File: src/include/node_id_consts.svh
// Offsets, field positions, reset values and timing counts for the node identity register bank
`ifndef NODE_ID_CONSTS_SVH
`define NODE_ID_CONSTS_SVH

`define OFS_UID_UPPER      12'h024
`define OFS_UID_LOWER      12'h028
`define OFS_ROM_BASE       12'h034
`define OFS_FAIL_LOW       12'h038
`define OFS_IRQ_STATUS     12'h060
`define OFS_IRQ_MASK       12'h064
`define OFS_ROM_STATUS     12'h068

`define UID_RESET          32'h0000_0000
`define ROM_BASE_RESET     32'h0000_0000
`define FAIL_LOW_RESET     32'h0000_0000
`define ROM_BASE_LSB       10
`define ROM_BASE_RO_MASK   32'hFFFF_FC00
`define ROM_WIN_LO         48'hFFFF_F000_0400
`define ROM_WIN_HI         48'hFFFF_F000_07FF

`define IRQ_BIT_LOADED     0
`define IRQ_BIT_POSTFAIL   1
`define IRQ_BIT_ROMREAD    2
`define IRQ_WIDTH          3

`define SROM_WORDS         8
`define SROM_WAIT_CYCLES   4
`define CLK_PERIOD_NS      40

`endif

File: src/include/node_id_pkg.sv
// Types shared by the node identity register bank
`default_nettype none
package node_id_pkg;

  typedef enum logic [2:0] {
    LD_IDLE  = 3'b000,
    LD_REQ   = 3'b001,
    LD_WAIT  = 3'b010,
    LD_STORE = 3'b011,
    LD_DONE  = 3'b100
  } load_state_t;

  typedef struct packed {
    logic        valid;
    logic [47:0] offset;
  } rom_read_req_t;

  typedef struct packed {
    logic        valid;
    logic        hit;
    logic [31:0] host_addr;
  } rom_read_rsp_t;

  typedef struct packed {
    logic        fail;
    logic [47:0] offset;
  } post_fail_t;

endpackage : node_id_pkg
`default_nettype wire

File: src/hdl/sticky_bit.sv
// One sticky status bit, set by an event, cleared by writing one
`default_nettype none
module sticky_bit (
  input  wire logic pclk,
  input  wire logic presetn,
  input  wire logic set_evt,
  input  wire logic clr_req,
  output logic      flag
);
  logic flag_ff;
  logic nxt_flag;

  // Set beats clear so an event in the clear cycle is kept
  always_comb begin
    nxt_flag = set_evt ? 1'b1 : (clr_req ? 1'b0 : flag_ff);
  end

  always_ff @(posedge pclk or negedge presetn) begin
    if (!presetn) begin
      flag_ff <= 1'b0;
    end else begin
      flag_ff <= nxt_flag;
    end
  end

  assign flag = flag_ff;
endmodule : sticky_bit
`default_nettype wire

File: src/hdl/rom_map_calc.sv
// Config ROM window decode and host address forming
`include "node_id_consts.svh"
`default_nettype none
module rom_map_calc (
  input  wire logic                   pclk,
  input  wire logic                   presetn,
  input  wire node_id_pkg::rom_read_req_t req,
  input  wire logic [31:0]            base,
  output node_id_pkg::rom_read_rsp_t  rsp
);
  node_id_pkg::rom_read_rsp_t rsp_ff;
  node_id_pkg::rom_read_rsp_t nxt_rsp;
  logic                       in_win;

  always_comb begin
    in_win            = (req.offset >= `ROM_WIN_LO) && (req.offset <= `ROM_WIN_HI);
    nxt_rsp.valid     = req.valid;
    nxt_rsp.hit       = req.valid && in_win;
    // Base low bits are zero, so the add never carries past bit 10
    nxt_rsp.host_addr = (req.valid && in_win) ? (base + {22'h00_0000, req.offset[9:0]}) : 32'h0000_0000;
  end

  always_ff @(posedge pclk or negedge presetn) begin
    if (!presetn) begin
      rsp_ff <= '0;
    end else begin
      rsp_ff <= nxt_rsp;
    end
  end

  assign rsp = rsp_ff;
endmodule : rom_map_calc
`default_nettype wire

File: src/hdl/node_id_regs.sv
// APB register bank for node unique id, config ROM map base and posted write fail capture
//
// The APB slave port was left to the implementer.
`include "node_id_consts.svh"
`default_nettype none
module node_id_regs (
  input  wire logic                       pclk,
  input  wire logic                       presetn,
  input  wire logic                       psel,
  input  wire logic                       penable,
  input  wire logic                       pwrite,
  input  wire logic [11:0]                paddr,
  input  wire logic [31:0]                pwdata,
  output logic [31:0]                     prdata,
  output logic                            pready,
  output logic                            pslverr,
  input  wire logic                       pci_reset_done,
  input  wire logic                       srom_present,
  output logic                            srom_rd_req,
  output logic [2:0]                      srom_rd_addr,
  input  wire logic                       srom_rd_ack,
  input  wire logic [7:0]                 srom_rd_data,
  input  wire node_id_pkg::rom_read_req_t rom_req,
  output node_id_pkg::rom_read_rsp_t      rom_rsp,
  input  wire node_id_pkg::post_fail_t    post_fail,
  output logic [63:0]                     unique_id,
  output logic                            irq
);
  logic [31:0]               uid_upper_ff;
  logic [31:0]               nxt_uid_upper;
  logic [31:0]               uid_lower_ff;
  logic [31:0]               nxt_uid_lower;
  logic                      locked_ff;
  logic                      nxt_locked;
  node_id_pkg::load_state_t  ld_state_ff;
  node_id_pkg::load_state_t  nxt_ld_state;
  logic [2:0]                byte_idx_ff;
  logic [2:0]                nxt_byte_idx;
  logic [7:0]                byte_ff;
  logic [7:0]                nxt_byte;
  logic [31:0]               rom_base_ff;
  logic [31:0]               nxt_rom_base;
  logic [31:0]               fail_low_ff;
  logic [31:0]               nxt_fail_low;
  logic [`IRQ_WIDTH-1:0]     mask_ff;
  logic [`IRQ_WIDTH-1:0]     nxt_mask;
  logic [`IRQ_WIDTH-1:0]     status;
  logic [`IRQ_WIDTH-1:0]     evt;
  logic [`IRQ_WIDTH-1:0]     clr;
  logic [31:0]               rdata;
  logic [31:0]               prdata_ff;
  logic [31:0]               nxt_prdata;
  logic                      wr_acc;
  logic                      rd_acc;
  logic                      mapped;
  logic                      load_done;

  assign wr_acc  = psel && penable && pwrite;
  assign rd_acc  = psel && penable && !pwrite;
  assign pready  = 1'b1;

  // Serial ROM loader: eight bytes, upper quadlet first, MSB first
  always_comb begin
    nxt_ld_state  = ld_state_ff;
    nxt_byte_idx  = byte_idx_ff;
    nxt_byte      = byte_ff;
    nxt_uid_upper = uid_upper_ff;
    nxt_uid_lower = uid_lower_ff;
    nxt_locked    = locked_ff;
    load_done     = 1'b0;
    case (ld_state_ff)
      node_id_pkg::LD_IDLE: begin
        if (pci_reset_done && srom_present && !locked_ff) begin
          nxt_byte_idx = 3'd0;
          nxt_ld_state = node_id_pkg::LD_REQ;
        end
      end
      node_id_pkg::LD_REQ: begin
        nxt_ld_state = node_id_pkg::LD_WAIT;
      end
      node_id_pkg::LD_WAIT: begin
        if (srom_rd_ack) begin
          nxt_byte     = srom_rd_data;
          nxt_ld_state = node_id_pkg::LD_STORE;
        end
      end
      node_id_pkg::LD_STORE: begin
        if (byte_idx_ff[2] == 1'b0) begin
          nxt_uid_upper = {uid_upper_ff[23:0], byte_ff};
        end else begin
          nxt_uid_lower = {uid_lower_ff[23:0], byte_ff};
        end
        if (byte_idx_ff == 3'd7) begin
          nxt_locked   = 1'b1;
          load_done    = 1'b1;
          nxt_ld_state = node_id_pkg::LD_DONE;
        end else begin
          nxt_byte_idx = byte_idx_ff + 3'd1;
          nxt_ld_state = node_id_pkg::LD_REQ;
        end
      end
      node_id_pkg::LD_DONE: begin
        // Locked for good; only hardware reset reopens the load
        nxt_ld_state = node_id_pkg::LD_DONE;
      end
      default: begin
        nxt_ld_state = node_id_pkg::LD_IDLE;
      end
    endcase
  end

  always_ff @(posedge pclk or negedge presetn) begin
    if (!presetn) begin
      ld_state_ff  <= node_id_pkg::LD_IDLE;
      byte_idx_ff  <= 3'd0;
      byte_ff      <= 8'h00;
      uid_upper_ff <= `UID_RESET;
      uid_lower_ff <= `UID_RESET;
      locked_ff    <= 1'b0;
    end else begin
      ld_state_ff  <= nxt_ld_state;
      byte_idx_ff  <= nxt_byte_idx;
      byte_ff      <= nxt_byte;
      uid_upper_ff <= nxt_uid_upper;
      uid_lower_ff <= nxt_uid_lower;
      locked_ff    <= nxt_locked;
    end
  end

  assign srom_rd_req  = (ld_state_ff == node_id_pkg::LD_REQ);
  assign srom_rd_addr = byte_idx_ff;
  // Upper quadlet feeds the third bus info block quadlet
  assign unique_id    = {uid_upper_ff, uid_lower_ff};

  // Map base, fail capture and mask registers
  always_comb begin
    nxt_rom_base = rom_base_ff;
    nxt_fail_low = fail_low_ff;
    nxt_mask     = mask_ff;
    if (wr_acc && paddr == `OFS_ROM_BASE) begin
      nxt_rom_base = pwdata & `ROM_BASE_RO_MASK;
    end
    if (wr_acc && paddr == `OFS_IRQ_MASK) begin
      nxt_mask = pwdata[`IRQ_WIDTH-1:0];
    end
    // Only a fresh failure overwrites; software writes are ignored
    if (post_fail.fail) begin
      nxt_fail_low = post_fail.offset[31:0];
    end
  end

  always_ff @(posedge pclk or negedge presetn) begin
    if (!presetn) begin
      rom_base_ff <= `ROM_BASE_RESET;
      fail_low_ff <= `FAIL_LOW_RESET;
      mask_ff     <= '0;
    end else begin
      rom_base_ff <= nxt_rom_base;
      fail_low_ff <= nxt_fail_low;
      mask_ff     <= nxt_mask;
    end
  end

  rom_map_calc u_map (
    .pclk    (pclk),
    .presetn (presetn),
    .req     (rom_req),
    .base    (rom_base_ff),
    .rsp     (rom_rsp)
  );

  // Interrupt status: write one to clear
  assign evt[`IRQ_BIT_LOADED]   = load_done;
  assign evt[`IRQ_BIT_POSTFAIL] = post_fail.fail;
  assign evt[`IRQ_BIT_ROMREAD]  = rom_req.valid;
  assign clr = (wr_acc && paddr == `OFS_IRQ_STATUS) ? pwdata[`IRQ_WIDTH-1:0] : '0;

  genvar gi;
  generate
    for (gi = 0; gi < `IRQ_WIDTH; gi = gi + 1) begin : g_sticky
      sticky_bit u_bit (
        .pclk    (pclk),
        .presetn (presetn),
        .set_evt (evt[gi]),
        .clr_req (clr[gi]),
        .flag    (status[gi])
      );
    end
  endgenerate

  assign irq = |(status & mask_ff);

  // Read mux
  always_comb begin
    rdata  = 32'h0000_0000;
    mapped = 1'b1;
    case (paddr)
      `OFS_UID_UPPER:  rdata = uid_upper_ff;
      `OFS_UID_LOWER:  rdata = uid_lower_ff;
      `OFS_ROM_BASE:   rdata = rom_base_ff & `ROM_BASE_RO_MASK;
      `OFS_FAIL_LOW:   rdata = fail_low_ff;
      `OFS_IRQ_STATUS: rdata = {29'h0000_0000, status};
      `OFS_IRQ_MASK:   rdata = {29'h0000_0000, mask_ff};
      `OFS_ROM_STATUS: rdata = {30'h0000_0000, srom_present, locked_ff};
      default:         mapped = 1'b0;
    endcase
  end

  // Captured in the setup phase: flopped read data with no wait state
  always_comb begin
    nxt_prdata = (psel && !penable && !pwrite) ? rdata : 32'h0000_0000;
  end

  always_ff @(posedge pclk or negedge presetn) begin
    if (!presetn) begin
      prdata_ff <= 32'h0000_0000;
    end else begin
      prdata_ff <= nxt_prdata;
    end
  end

  assign prdata  = prdata_ff;
  assign pslverr = psel && penable && !mapped;
endmodule : node_id_regs
`default_nettype wire

File: config.mk
export PLATFORM = sky130hd
export DESIGN_NAME = node_id_regs
export DESIGN_NICKNAME = d
export VERILOG_FILES = /design/src/include/node_id_pkg.sv /design/src/hdl/sticky_bit.sv /design/src/hdl/rom_map_calc.sv /design/src/hdl/node_id_regs.sv
export VERILOG_INCLUDE_DIRS = /design/src /design/src/include
export SDC_FILE = /design/constraint.sdc
export NUM_CORES = 1
export LEC_CHECK = 0
export ABC_AREA = 1
export BUFFER_PORTS_ARGS = -buffer_cell sky130_fd_sc_hd__clkbuf_2
export CAP_MARGIN = 20
export CORE_UTILIZATION = 47
export DETAILED_ROUTE_END_ITERATION = 8
export GPL_ROUTABILITY_DRIVEN = 1
export GPL_TIMING_DRIVEN = 0
export PLACE_DENSITY = 0.76
export SETUP_SLACK_MARGIN = 0.4
export SYNTH_ARGS = -nofsm -noshare
export SYNTH_HDL_FRONTEND = slang
export SYNTH_HIERARCHICAL = 1
export SYNTH_SLANG_ARGS = --single-unit
File: constraint.sdc
create_clock -name pclk -period 1.7 [get_ports pclk]
set_clock_uncertainty 0.05 [all_clocks]
set_input_delay 0.51 -clock pclk [delete_from_list [all_inputs] [get_ports pclk]]
set_output_delay 0.51 -clock pclk [all_outputs]
set_load 0.01 [all_outputs]
==> flow_metrics.py <==
metrics = {
    "sta": {
        "slew_headroom_pct": 34.9,
        "timing.final.hold_violations": 51,
        "fin_tns_setup_ns": -7.56,
        "fin_crit_ns": 2.22,
        "worst_slew_pin_slew_ns": 0.966,
        "rsz0062_at_grt": "true",
        "slew_violations": 0,
        "fmax_ghz": 0.451,
        "holdWs_ns": -0.0292,
        "setup_viol": 60,
        "layout_setup_ws_ns": -0.517,
        "min_period_over_period_pct": 130,
    },
    "die": {
        "start_util_pct": 48.1,
        "dieWidth_um": 149,
        "core-area_um2": 21000,
        "die_area_um2": 22100,
        "io_pins": 295,
        "row_count": 53,
        "fp.dieH_um": 149,
    },
    "setup_path": {
        "cp.arrival_ns": 2.63,
        "worstSetupStartpoint": "paddr[4]",
        "r2r-start": "uid_lower_ff[13]",
        "critPathCaptureType": "register",
        "rrSetupSlack_ns": -0.14,
        "critPathRequiredTime_ns": 2.11,
        "cp_max_fo": 10,
        "critPathKind": "in2reg",
        "reg2reg_depth": 5,
        "reg2reg_to": "prdata[13]",
        "crit_path_start_kind": "primary input",
    },
    "yosys": {
        "synthXorXnorAreaFrac_pct": 0.260,
        "netlist_instances": 1268,
        "synth_area_um2": 10100,
        "synth_seq_cells": 205,
        "synthSimpleGateAreaFrac_pct": 29.4,
        "synth_cell_types": 37,
        "synth-compound-area-share_pct": 7.56,
        "syn_avg_cell_area_um2": 7.97,
        "ys_warn_count": 6,
        "synthAdderAreaFrac_pct": 1.68,
        "ys_seq_area_share_pct": 50.8,
        "synth_mux_area_share_pct": 1.89,
        "synth_top_family_by_area": "simple AND/OR/NAND/NOR gates",
    },
    "grt": {
        "grt-ovfl-total": 0,
        "grt_pass1_vias": 10700,
        "grt_pass1_wl_mm": 59.3,
        "track_usage_pct": 35.8,
        "grt_max_degree": 110,
        "antenna_found_initial": 1,
    },
    "clock_tree": {
        "clkLatencyLatePin_ns": 0.54,
        "cts.path.max_buffers": 3,
        "root_buffer": "clkbuf_16",
        "cts_buffers": 23,
        "cts_max_level": 1,
        "cts_tree": "done",
        "clock_sinks": 205,
        "ctsHoldBuffers": 0,
        "clk_pin_slew_ns": 0.07,
    },
    "route": {
        "detail_route.wl_per_cell_um": 22.7,
        "via_per_inst": 5.76,
        "firstDrtPassIters": 8,
        "ant_nets": 0,
        "wirelength_mm": 45.8,
        "vias": 11600,
        "drt_first_iter_violations": 1096,
        "remaining_drc_errors": 0,
    },
    "power_and_ir_drop": {
        "power.net_switching_w": 0.00598,
        "ir_drop_v": 0.00111,
        "cell_internal_pwr_w": 0.0108,
        "pwr-share-clk_pct": 29.0,
        "p_leak_nw": 8.27,
        "p_total_w": 0.0168,
        "pwr-share-seq_pct": 35.8,
        "sw_frac_of_total_pct": 35.6,
        "p_comb_share_pct": 35.2,
        "p_per_area_nw_per_um2": 1060,
    },
    "flow_run": {
        "cap_violations": 0,
    },
    "cells_and_area": {
        "syn2layout_area_growth_pct": 56.6,
        "layout.nets": 1902,
        "drive_above_1_share_pct": 45.2,
    },
    "outcome": {
        "failed_checks": "hold timing, setup timing",
        "status": "finished with violations",
    },
    "place": {
        "hpwl_mm": 24.0,
        "gp_congestion": 0.932,
        "dp_slack_ns": -0.402,
        "portBuffers": 270,
    },
    "min_path": {
        "hp-class": "in2async",
    },
}
-- power groups by stage --
| stage | clock, W | sequential, W | combinational, W |
|---|---|---|---|
| final | 0.00487 | 0.00600 | 0.00589 |
| after global routing | 0.00502 | 0.00601 | 0.00612 |
| after CTS | 0.00475 | 0.00587 | 0.00447 |
| after detailed placement | 0 | 0.00605 | 0.00277 |
| after global placement | 0 | 0.00604 | 0.00267 |
| after floorplan | 0 | 0.00607 | 0.00145 |
-- layer usage --
layer	part of all wire, %	GRT usage (%)	up-vias	wire length [um]
li1	-	-	4879	-
met4	8.4	23.2	0	3870
met5	0	0	-	0
met3	11	6.72	303	4990
met1	34	42.0	5475	15500
met2	47	60.1	970	21400
-- stage by stage --
step,hold WS (ns),area [um2],util (%),std cells
floorplan,0.164,10400,-,1278
CTS,0.0441,14800,70.4,1986
detailed placement,0.447,12100,57.5,1824
global placement,0.433,12100,57.3,1823
finish,-0.0292,15800,75.3,2020
global route,0.0270,15800,75.3,2019
-- cell families (layout without fill, tap and decap cells) --
family / count (synthesis) / after routing
mux: 17 / 17
xor+xnor: 3 / 3
other cells: 2 / 13
fa+ha+maj: 13 / 13
simple gates: 678 / 678
compound gates: 152 / 152
buf+inv: 198 / 664
flops: 205 / 205
-- cells in the mapped netlist (all sizes together) --
master	instances	share of area (%)
nand2	370	14
dfrtp	205	51
nor2	193	8.3
inv	157	5.8
o21ai	126	6.2
nand3	71	3.8
buf	27	1.9
a21oi	24	1.2
nor3	22	1.4
mux2	17	1.9
clkbuf	13	0.48
ha	12	1.5
nand4	9	0.56
nor3b	7	0.72
or2	4	0.27
conb	2	0.074
xnor2	2	0.17
a31oi	1	0.062
and2	1	0.062
clkinv	1	0.087
fa	1	0.20
nand3b	1	0.074
o31ai	1	0.074
xor2	1	0.087
-- flip-flops by register name, indices dropped and copies added (netlist names) --
signal / count
prdata: 32
mask_ff: 3
rom_base_ff: 22
locked_ff: 1
u_map/rsp: 34
uid_lower_ff: 32
uid_upper_ff: 32
g_sticky.u_bit/flag: 3
srom_rd_addr: 3
byte_ff: 8
fail_low_ff: 32
ld_state_ff: 3
-- worst max-delay path by stage --
stage / to / cells after the start
global placement: prdata[4] / 1
CTS: pslverr / 10
floorplan: pslverr / 8
detailed placement: prdata[22] / 10
global route: pslverr / 10
finish: prdata[13] / 11
-- worst max-delay path: stages --
cell	delay, ns
buf_8	0.10
inv_4	0.05
nand2_4	0.06
nor2_4	0.20
buf_4	0.15
buf_4	0.13
nand2_4	0.13
buf_6	0.19
o21ai_0	0.76
nor2_1	0.17
nor2_2	0.16
-- layout make-up --
type                    instances  area (um2)
plain buffers                  40         498
clock inverters                 8        57.6
multi-input cells             875        5250
diodes                          1        2.50
inverters                     158         628
repair buffers                428        3260
clock buffers                  30         652
well taps                     275         344
flip-flops and latches        205        5140
fillers                      1289        5190
-- layout by cell type, fill, tap and decap left out, types with 27 or more instances in the layout --
| cell | n |
|---|---|
| dfrtp_1 | 196 |
| nand2_4 | 55 |
| clkbuf_16 | 27 |
| o21ai_0 | 46 |
| inv_1 | 139 |
| buf_6 | 56 |
| nand3_1 | 58 |
| buf_4 | 114 |
| nor2_2 | 31 |
| nor2_1 | 137 |
| nand2_1 | 275 |
| nand2_2 | 38 |
| clkbuf_2 | 221 |
| o21ai_2 | 47 |
-- what timing repair did --
| item | 4_1_cts | 5_1_grt |
|---|---|---|
| endpoints found under the setup margin | 262 | 342 |
| buffers inserted | 112 | 33 |
| cloned | 12 | 0 |
| pin swaps | 64 | 54 |
| gates resized for setup | 264 | 218 |
No activity file was read; power rests on OpenSTA's default activity.
